<file path="src/rtl/sac_defines.vh">
`ifndef SAC_DEFINES_VH
`define SAC_DEFINES_VH

// register offsets
`define SAC_ADDR_ENABLE 12'h2b0
`define SAC_ADDR_CONFIG 12'h2b1
`define SAC_ADDR_STATUS 12'h2b2

// config fields and reset value
`define SAC_CFG_RESET 8'h05
`define SAC_CFG_AVG_MSB 3
`define SAC_CFG_AVG_LSB 2
`define SAC_CFG_DUR_MSB 1
`define SAC_CFG_DUR_LSB 0

// status fields
`define SAC_ST_COMPLETE 17
`define SAC_ST_INVERT 16
`define SAC_ST_COARSE_MSB 15
`define SAC_ST_COARSE_LSB 8
`define SAC_ST_FINE_MSB 7
`define SAC_ST_FINE_LSB 0

// max sysref period per duration code, device clock cycles
`define SAC_MAX_PERIOD_0 16'd128
`define SAC_MAX_PERIOD_1 16'd1664
`define SAC_MAX_PERIOD_2 16'd7808
`define SAC_MAX_PERIOD_3 16'd32384

// run bound scale: 384 * 19
`define SAC_RUN_SCALE_DEFAULT 32'd7296

`endif

</file>
<file path="src/rtl/sac_calibrator.v">
// Function
// - average code 0..3 selects 4, 16, 64 or 256 accumulations per run.
// - larger average code gives longer run and lower result spread.
// - duration code 0..3 selects 4, 16, 64 or 256 cycles per accumulation.
// - sysref period must stay within 128, 1664, 7808, 32384 cycles per code.
// - sysref period too long for duration code yields no valid result.
// - run finishes within 384*19*4^(avg+dur+2) device clock cycles.
// - complete flag bit 17 reads one only while enabled and run finished.
// - computed delay in status bits 16:0, meaningful only while complete.
// - result bit 16 shows whether sampling clock inversion was chosen.
// - result bits 15:8 coarse code, bits 7:0 fine code.
// - config register resets to 0x05, both codes equal one.
// - enable rising from zero to one launches a new calibration run.
// - while enabled, applied delay comes from calibration, manual value ignored.
`timescale 1ns/1ps
`include "sac_defines.vh"
`default_nettype none

module sac_calibrator #(
  parameter [31:0] RUN_SCALE = `SAC_RUN_SCALE_DEFAULT
) (
  // clock and reset
  input wire clk,
  input wire rst_n,
  // register access port
  input wire [11:0] reg_addr,
  input wire reg_wr,
  input wire [7:0] reg_wdata,
  output reg [23:0] reg_rdata,
  // timing reference
  input wire sysref,
  // delay control
  input wire [16:0] manual_delay,
  output reg [16:0] sample_delay
);

  localparam [2:0] ST_IDLE = 3'd0;
  localparam [2:0] ST_WAIT = 3'd1;
  localparam [2:0] ST_ACCUM = 3'd2;
  localparam [2:0] ST_DONE = 3'd3;
  localparam [2:0] ST_FAIL = 3'd4;

  //////////////////////////////////////////////////////////////////////////////
  // registers

  reg enable;
  reg enable_prev;
  reg [7:0] cal_config;
  reg complete;
  reg [16:0] result;
  reg [2:0] state;
  reg sysref_prev;
  reg [15:0] period_cnt;
  reg [8:0] dur_cnt;
  reg [8:0] acc_cnt;
  reg [16:0] high_sum;
  reg [7:0] edge_phase;
  reg [31:0] run_cnt;

  wire [1:0] avg_code = cal_config[`SAC_CFG_AVG_MSB:`SAC_CFG_AVG_LSB];
  wire [1:0] dur_code = cal_config[`SAC_CFG_DUR_MSB:`SAC_CFG_DUR_LSB];
  // 4 << 2*code gives 4, 16, 64, 256
  wire [8:0] acc_total = 9'h004 << {avg_code, 1'b0};
  wire [8:0] dur_total = 9'h004 << {dur_code, 1'b0};
  // exponent reaches 16 with both codes at 3, so it needs five bits
  wire [4:0] run_exp = {2'b00, avg_code, 1'b0} + {2'b00, dur_code, 1'b0} + 5'h04;
  wire [31:0] run_limit = RUN_SCALE << run_exp;
  wire sysref_rise = sysref & ~sysref_prev;
  wire launch = enable & ~enable_prev;
  reg [15:0] max_period;
  reg [16:0] avg_high;
  reg [16:0] next_result;

  always @*
  begin
    case (dur_code)
      2'h0: max_period = `SAC_MAX_PERIOD_0;
      2'h1: max_period = `SAC_MAX_PERIOD_1;
      2'h2: max_period = `SAC_MAX_PERIOD_2;
      default: max_period = `SAC_MAX_PERIOD_3;
    endcase
    // more accumulations averaged down reduces spread of the fine code
    // the last sample is still being added on the finishing edge, so fold it in here
    avg_high = (high_sum + {16'h0000, sysref}) >> {avg_code, 1'b0} >> 2;
    next_result = 17'h00000;
    next_result[`SAC_ST_INVERT] = (avg_high >= {9'h000, dur_total[8:1]});
    next_result[`SAC_ST_COARSE_MSB:`SAC_ST_COARSE_LSB] = edge_phase;
    next_result[`SAC_ST_FINE_MSB:`SAC_ST_FINE_LSB] = avg_high[7:0];
  end

  //////////////////////////////////////////////////////////////////////////////
  // register writes

  always @(posedge clk)
  begin
    if (!rst_n)
    begin
      enable <= 1'b0;
      cal_config <= `SAC_CFG_RESET;
    end
    else if (reg_wr)
    begin
      if (reg_addr == `SAC_ADDR_ENABLE)
        enable <= reg_wdata[0];
      if (reg_addr == `SAC_ADDR_CONFIG)
        cal_config <= reg_wdata;
    end
  end

  //////////////////////////////////////////////////////////////////////////////
  // calibration sequencer

  always @(posedge clk)
  begin
    if (!rst_n)
    begin
      enable_prev <= 1'b0;
      sysref_prev <= 1'b0;
      state <= ST_IDLE;
      complete <= 1'b0;
      result <= 17'h00000;
      period_cnt <= 16'h0000;
      dur_cnt <= 9'h000;
      acc_cnt <= 9'h000;
      high_sum <= 17'h00000;
      edge_phase <= 8'h00;
      run_cnt <= 32'h00000000;
    end
    else
    begin
      enable_prev <= enable;
      sysref_prev <= sysref;
      if (sysref_rise)
        period_cnt <= 16'h0000;
      else if (period_cnt != 16'hffff)
        period_cnt <= period_cnt + 16'h0001;
      if (state == ST_WAIT || state == ST_ACCUM)
        run_cnt <= run_cnt + 32'h00000001;
      if (!enable)
      begin
        // result is kept so software can still read the last good delay
        complete <= 1'b0;
        state <= ST_IDLE;
      end
      else if (launch)
      begin
        complete <= 1'b0;
        state <= ST_WAIT;
        run_cnt <= 32'h00000000;
        acc_cnt <= 9'h000;
        high_sum <= 17'h00000;
        period_cnt <= 16'h0000;
      end
      else
      begin
        case (state)
          ST_WAIT:
          begin
            if (period_cnt > max_period || run_cnt >= run_limit)
              state <= ST_FAIL;
            else if (sysref_rise)
            begin
              edge_phase <= period_cnt[7:0];
              dur_cnt <= 9'h000;
              state <= ST_ACCUM;
            end
          end
          ST_ACCUM:
          begin
            if (period_cnt > max_period || run_cnt >= run_limit)
              state <= ST_FAIL;
            else
            begin
              high_sum <= high_sum + {16'h0000, sysref};
              dur_cnt <= dur_cnt + 9'h001;
              if (dur_cnt == dur_total - 9'h001)
              begin
                acc_cnt <= acc_cnt + 9'h001;
                if (acc_cnt == acc_total - 9'h001)
                begin
                  // a failed run never reaches here, so the old result stays
                  result <= next_result;
                  complete <= 1'b1;
                  state <= ST_DONE;
                end
                else
                  state <= ST_WAIT;
              end
            end
          end
          ST_DONE: state <= ST_DONE;
          ST_FAIL: state <= ST_FAIL;
          default: state <= ST_IDLE;
        endcase
      end
    end
  end

  //////////////////////////////////////////////////////////////////////////////
  // read data and applied delay

  always @(posedge clk)
  begin
    if (!rst_n)
    begin
      reg_rdata <= 24'h000000;
      sample_delay <= 17'h00000;
    end
    else
    begin
      case (reg_addr)
        `SAC_ADDR_ENABLE: reg_rdata <= {23'h000000, enable};
        `SAC_ADDR_CONFIG: reg_rdata <= {16'h0000, cal_config};
        `SAC_ADDR_STATUS: reg_rdata <= {6'h00, complete & enable, result};
        default: reg_rdata <= 24'h000000;
      endcase
      sample_delay <= enable ? result : manual_delay;
    end
  end

endmodule // sac_calibrator

`default_nettype wire

</file>
<file path="config.mk">
export PLATFORM = sky130hd
export DESIGN_NAME = sac_calibrator
export DESIGN_NICKNAME = d
export VERILOG_FILES = /design/src/rtl/sac_calibrator.v
export VERILOG_INCLUDE_DIRS = /design/src /design/src/rtl
export SDC_FILE = /design/constraint.sdc
export NUM_CORES = 1
export LEC_CHECK = 0
export ABC_AREA = 1
export BUFFER_PORTS_ARGS = -buffer_cell sky130_fd_sc_hd__buf_2
export CORE_MARGIN = 2
export CORE_UTILIZATION = 50
export DETAILED_ROUTE_END_ITERATION = 10
export GPL_TIMING_DRIVEN = 0
export PLACE_DENSITY = 0.79
export SYNTH_ARGS = -nofsm -noshare
export SYNTH_HDL_FRONTEND = slang
export SYNTH_SLANG_ARGS = --single-unit
export TNS_END_PERCENT = 5
</file>
<file path="constraint.sdc">
create_clock -name clk -period 4.3 [get_ports clk]
set_input_delay 0.43 -clock clk [delete_from_list [all_inputs] [get_ports clk]]
set_output_delay 0.43 -clock clk [all_outputs]
set_load 0.05 [all_outputs]
</file>
==> impl_results.html <==
<table>
<tr><th>Metric</th><th>Value</th></tr>
<tr><th colspan="2">Drt</th></tr>
<tr><td>Via count normalized by instance count</td><td>5.43</td></tr>
<tr><td>DR pass1 iterations</td><td>5</td></tr>
<tr><td>Met2 layer wire length in the routed design</td><td>10700 µm</td></tr>
<tr><td>WL per Instance</td><td>14.1 µm</td></tr>
<tr><td>Met3 layer wire length in the routed design</td><td>1460 µm</td></tr>
<tr><td>Residual DRC</td><td>0</td></tr>
<tr><td>Met1 routed wirelength after detailed routing</td><td>10400 µm</td></tr>
<tr><td>Uppermost layer routed</td><td>met4</td></tr>
<tr><td>DRC violation total after the first TritonRoute iteration</td><td>705</td></tr>
<tr><td>Vias</td><td>8838</td></tr>
<tr><td>DRT Wirelength</td><td>22900 µm</td></tr>
<tr><td>Final antenna-violating net count</td><td>0</td></tr>
<tr><th colspan="2">Global routing</th></tr>
<tr><td>Total global routing overflow</td><td>0</td></tr>
<tr><td>Wire length of the first global-routing pass</td><td>37600 µm</td></tr>
<tr><td>Vias in the first global route</td><td>8040</td></tr>
<tr><td>Number of antenna violations at the first check in global routing</td><td>0</td></tr>
<tr><td>Pin count of the biggest net entering global routing</td><td>17</td></tr>
<tr><td>Total routing resource utilization after global routing</td><td>24.9%</td></tr>
<tr><th colspan="2">Timing</th></tr>
<tr><td>Worst Clk Skew</td><td>0.0112 ns</td></tr>
<tr><td>RSZ-0062 raised after global routing</td><td>no</td></tr>
<tr><td>Total count of max-transition violations in the final report</td><td>0</td></tr>
<tr><td>Crit path time final</td><td>4.03 ns</td></tr>
<tr><td>Maximum clock frequency</td><td>0.248 GHz</td></tr>
<tr><td>Total negative slack</td><td>0 ns</td></tr>
<tr><td>Final hold violation count</td><td>0</td></tr>
<tr><td>Number of failing setup endpoints in the final timing report</td><td>0</td></tr>
<tr><td>Measured slew at the worst slew-check pin</td><td>0.722 ns</td></tr>
<tr><td>Final critical-path share of the clock period</td><td>93.7%</td></tr>
<tr><td>Worst rel slew slack</td><td>51.8%</td></tr>
<tr><th colspan="2">Worst setup path</th></tr>
<tr><td>Worst reg2reg setup slack</td><td>0.27 ns</td></tr>
<tr><td>Crit-path max FO</td><td>10</td></tr>
<tr><td>Top delay family on crit path</td><td>simple AND/OR/NAND/NOR gates</td></tr>
<tr><td>Critical Path Source Type</td><td>register</td></tr>
<tr><td>Critical Path RT</td><td>4.61 ns</td></tr>
<tr><td>Largest stage delay, worst path</td><td>0.31 ns</td></tr>
<tr><td>Critical path data arrival time</td><td>4.34 ns</td></tr>
<tr><td>R2R Path End</td><td>result[13]$_SDFFE_PN0P_</td></tr>
<tr><td>Sequence of cells on the critical path</td><td>clkbuf_4, clkinvlp_4, ha_1, inv_1, or2_2, nand2_2, inv_1, nor2_1, inv_1, nor2_1, a21oi_1, ha_1, a21o_1, nor2_1, nand2_1, a21oi_4, nand4_4, nor2_4, nand3_2, buf_6, o21ai_0, a21oi_1</td></tr>
<tr><td>Worst Setup Path Type</td><td>reg -&gt; reg</td></tr>
<tr><td>Crit Reg-Reg Startpoint</td><td>cal_config[3]$_SDFFE_PN0P_</td></tr>
<tr><td>CP max-delay cell</td><td>sky130_fd_sc_hd__dfxtp_1</td></tr>
<tr><td>Endpoint type of the worst setup path</td><td>register</td></tr>
<tr><td>Buffer and inverter count on the worst path</td><td>6</td></tr>
<tr><td>Number of cell instances on the worst register-to-register path</td><td>22</td></tr>
<tr><th colspan="2">Clocking</th></tr>
<tr><td>Largest buffer count on any clock path</td><td>2</td></tr>
<tr><td>Count of H-tree levels built during CTS</td><td>4</td></tr>
<tr><td>Buffer type at the clock tree root</td><td>sky130_fd_sc_hd__clkbuf_16</td></tr>
<tr><td>Clk Latency, worst-skew pair</td><td>0.43 ns</td></tr>
<tr><td>Clock tree from TritonCTS</td><td>done</td></tr>
<tr><td>Number of hold-repair buffers added at the cts stage</td><td>0</td></tr>
<tr><td>TritonCTS sink count</td><td>158</td></tr>
<tr><td>Number of buffers created by CTS</td><td>17</td></tr>
<tr><td>CTS clk-pin slew, worst paths</td><td>0.07 ns</td></tr>
<tr><th colspan="2">Cells and area</th></tr>
<tr><td>Net total in the final layout</td><td>1479</td></tr>
<tr><td>Summed area of non-filler cells in the final layout</td><td>10300 µm²</td></tr>
<tr><td>Synth-to-layout area growth</td><td>14.9%</td></tr>
<tr><td>Antenna cells</td><td>0</td></tr>
<tr><td>Fraction of layout cells with a size suffix above 1</td><td>13.3%</td></tr>
<tr><th colspan="2">Place</th></tr>
<tr><td>Placed standard-cell area</td><td>9610 µm²</td></tr>
<tr><td>Placer Congestion</td><td>0.922</td></tr>
<tr><td>Count of input and output buffers</td><td>75</td></tr>
<tr><td>Detailed Place HPWL</td><td>17200 µm</td></tr>
<tr><th colspan="2">Floorplan</th></tr>
<tr><td>DIE HEIGHT</td><td>138 µm</td></tr>
<tr><td>Standard-cell rows</td><td>48</td></tr>
<tr><td>Die outline width</td><td>138 µm</td></tr>
<tr><td>Initial standard-cell utilization of the core</td><td>51.5%</td></tr>
<tr><td>Core region area</td><td>17400 µm²</td></tr>
<tr><td>I/O pin count</td><td>82</td></tr>
<tr><td>Die outline area</td><td>19000 µm²</td></tr>
<tr><th colspan="2">Worst hold path</th></tr>
<tr><td>End point of the worst hold path</td><td>cal_config[2]$_SDFFE_PN1P_</td></tr>
<tr><td>Type of the most critical hold path</td><td>in -&gt; reg</td></tr>
<tr><td>Number of cells traversed by the worst hold path</td><td>3</td></tr>
<tr><td>Worst hold start</td><td>reg_wdata[2]</td></tr>
<tr><th colspan="2">Power and ir drop</th></tr>
<tr><td>Power density over the cells</td><td>311 nW/µm²</td></tr>
<tr><td>Largest voltage drop on the vdd net</td><td>0.000277 V</td></tr>
<tr><td>Leakage</td><td>4.43 nW</td></tr>
<tr><td>Total chip power</td><td>3.19 mW</td></tr>
<tr><th colspan="2">Job</th></tr>
<tr><td>Max-cap check violation count</td><td>0</td></tr>
<tr><th colspan="2">Synth</th></tr>
<tr><td>Total number of yosys warnings</td><td>0</td></tr>
<tr><td>Fraction of registers with async set or reset after synthesis</td><td>0%</td></tr>
<tr><td>Synthesized instance count</td><td>1291</td></tr>
<tr><td>Post-synth EDFFs</td><td>0</td></tr>
<tr><td>Flip-flop cell with the highest count after synthesis</td><td>sky130_fd_sc_hd__dfxtp_1</td></tr>
<tr><td>Syn Std Cell Area</td><td>8940 µm²</td></tr>
<tr><td>Post-synthesis sequential area ratio</td><td>35.4%</td></tr>
<tr><td>Number of library cell types mapped by synthesis</td><td>53</td></tr>
<tr><td>Synth Area per Inst</td><td>6.92 µm²</td></tr>
<tr><td>#FFs+latches synth</td><td>158</td></tr>
<tr><th colspan="2">Run status</th></tr>
<tr><td>Result of the run</td><td>completed</td></tr>
</table>
-- flip-flops by register name, indices dropped and copies added, names as in the netlist --
name	count
edge_phase	8
dur_cnt	9
sysref_prev	1
complete	1
run_cnt	32
period_cnt	16
sample_delay	17
cal_config	8
result	17
reg_rdata	18
state	3
enable_prev	1
acc_cnt	9
enable	1
high_sum	17
-- layer usage --
metal / vias to the layer above / track usage (%)
met3: 32 / 4.53
met2: 288 / 40.7
li1: 4448 / -
met4: 0 / 7.65
met5: - / 0
met1: 4070 / 33.5
-- metrics by stage --
step           cells  hold slack (ns)  worst slack (ns)  util, %
6_report        1628            0.218             0.271     59.1
5_1_grt         1628            0.213           0.00299     59.1
4_1_cts         1628            0.206            0.0302     59.0
3_5_place_dp    1596            0.445            -0.210     55.4
3_3_place_gp    1596            0.438            -0.191     55.4
2_1_floorplan   1296            0.424             0.619        -
-- how the worst max path moves through the flow --
stage,end,slack (ns),startpoint,depth (start not counted)
global placement,dur_cnt[2]$_SDFFE_PN0P_,-0.19,cal_config[3]$_SDFFE_PN0P_,21
CTS,result[13]$_SDFFE_PN0P_,0.03,cal_config[1]$_SDFFE_PN0P_,21
detailed placement,result[13]$_SDFFE_PN0P_,-0.21,cal_config[3]$_SDFFE_PN0P_,22
finish,result[13]$_SDFFE_PN0P_,0.27,cal_config[3]$_SDFFE_PN0P_,22
floorplan,result[0]$_SDFFE_PN0P_,0.62,cal_config[3]$_SDFFE_PN0P_,22
global route,edge_phase[7]$_SDFFE_PN0P_,0.003,cal_config[3]$_SDFFE_PN0P_,22
-- tightest hold or removal path: cells and delay by family --
kind / cells / cell delay, ns
compound gates: 1 / 0.07
buf+inv: 1 / 0.08
simple gates: 1 / 0.04
-- cell type report --
| type | instances | area, µm² |
|---|---|---|
| clock inverter | 13 | 165 |
| sequential | 158 | 3160 |
| timing repair buffer | 76 | 383 |
| fill | 1539 | 7090 |
| tap | 225 | 282 |
| inverter | 155 | 586 |
| multi-input combinational | 946 | 5040 |
| clock buffer | 19 | 453 |
| buffer | 36 | 188 |
-- repair_timing --
| item | 4_1_cts | 5_1_grt |
|---|---|---|
| pin swaps | 0 | 0 |
| setup endpoints to repair | 55 | 53 |
| gates cloned | 0 | 0 |
| hold endpoints to repair | 0 | 0 |
| gates resized for setup | 2 | 8 |
| setup buffers | 1 | 0 |
-- layout by cell type, fill, tap and decap left out, types with 4 or more instances in the layout --
cell	instances
sky130_fd_sc_hd__nand2_1	289
sky130_fd_sc_hd__dfxtp_1	157
sky130_fd_sc_hd__nor2_1	146
sky130_fd_sc_hd__inv_1	142
sky130_fd_sc_hd__a21oi_1	110
sky130_fd_sc_hd__o21ai_0	90
sky130_fd_sc_hd__buf_2	80
sky130_fd_sc_hd__nand3_1	52
sky130_fd_sc_hd__ha_1	48
sky130_fd_sc_hd__nor3_1	42
sky130_fd_sc_hd__nand4_1	25
sky130_fd_sc_hd__xor2_1	19
sky130_fd_sc_hd__clkbuf_16	17
sky130_fd_sc_hd__clkbuf_1	15
sky130_fd_sc_hd__inv_2	11
sky130_fd_sc_hd__nor4_1	10
sky130_fd_sc_hd__nor2_2	9
sky130_fd_sc_hd__a211oi_1	9
sky130_fd_sc_hd__o21ai_1	8
sky130_fd_sc_hd__xnor2_1	8
sky130_fd_sc_hd__buf_4	8
sky130_fd_sc_hd__nand3_2	7
sky130_fd_sc_hd__nor2_4	7
sky130_fd_sc_hd__or2_2	6
sky130_fd_sc_hd__nand2_2	6
sky130_fd_sc_hd__nor3b_1	6
sky130_fd_sc_hd__conb_1	6
sky130_fd_sc_hd__buf_1	5
sky130_fd_sc_hd__inv_6	5
sky130_fd_sc_hd__o21bai_1	4
sky130_fd_sc_hd__o211ai_1	4
sky130_fd_sc_hd__a31oi_1	4
sky130_fd_sc_hd__inv_8	4
-- Yosys cell counts, types with 8 or more instances --
master	count	share of area (%)
sky130_fd_sc_hd__a211oi_1	9	0.76
sky130_fd_sc_hd__a21oi_1	110	6.2
sky130_fd_sc_hd__clkbuf_1	16	0.67
sky130_fd_sc_hd__dfxtp_1	158	35
sky130_fd_sc_hd__ha_1	48	6.7
sky130_fd_sc_hd__inv_1	143	6.0
sky130_fd_sc_hd__inv_2	11	0.46
sky130_fd_sc_hd__nand2_1	291	12
sky130_fd_sc_hd__nand3_1	52	2.9
sky130_fd_sc_hd__nand4_1	25	1.7
sky130_fd_sc_hd__nor2_1	148	6.2
sky130_fd_sc_hd__nor2_2	8	0.56
sky130_fd_sc_hd__nor3_1	42	2.4
sky130_fd_sc_hd__nor4_1	10	0.70
sky130_fd_sc_hd__o21ai_0	91	5.1
sky130_fd_sc_hd__xnor2_1	8	0.78
sky130_fd_sc_hd__xor2_1	19	1.9
-- report_power, final --
part           switching (mW)  internal (mW)  total, mW  leakage (nW)
registers             0.00372           1.47       1.48          1.28
clock network           0.670          0.912       1.58         0.303
logic                  0.0980         0.0375      0.136          2.85
-- logic make-up (layout without fill, tap and decap cells) --
logic type	Yosys count	in the layout	synth area share [%]
other	1	6	0.0420
and+or+nand+nor	624	624	32.1
xor gates and xnor gates	27	27	2.65
DFF	158	158	35.4
adders and majority gates	48	48	6.72
buffers and inverters	192	299	8.62
AOI/OAI and AO/OA	241	241	14.4
(Power assumes the default switching activity.)
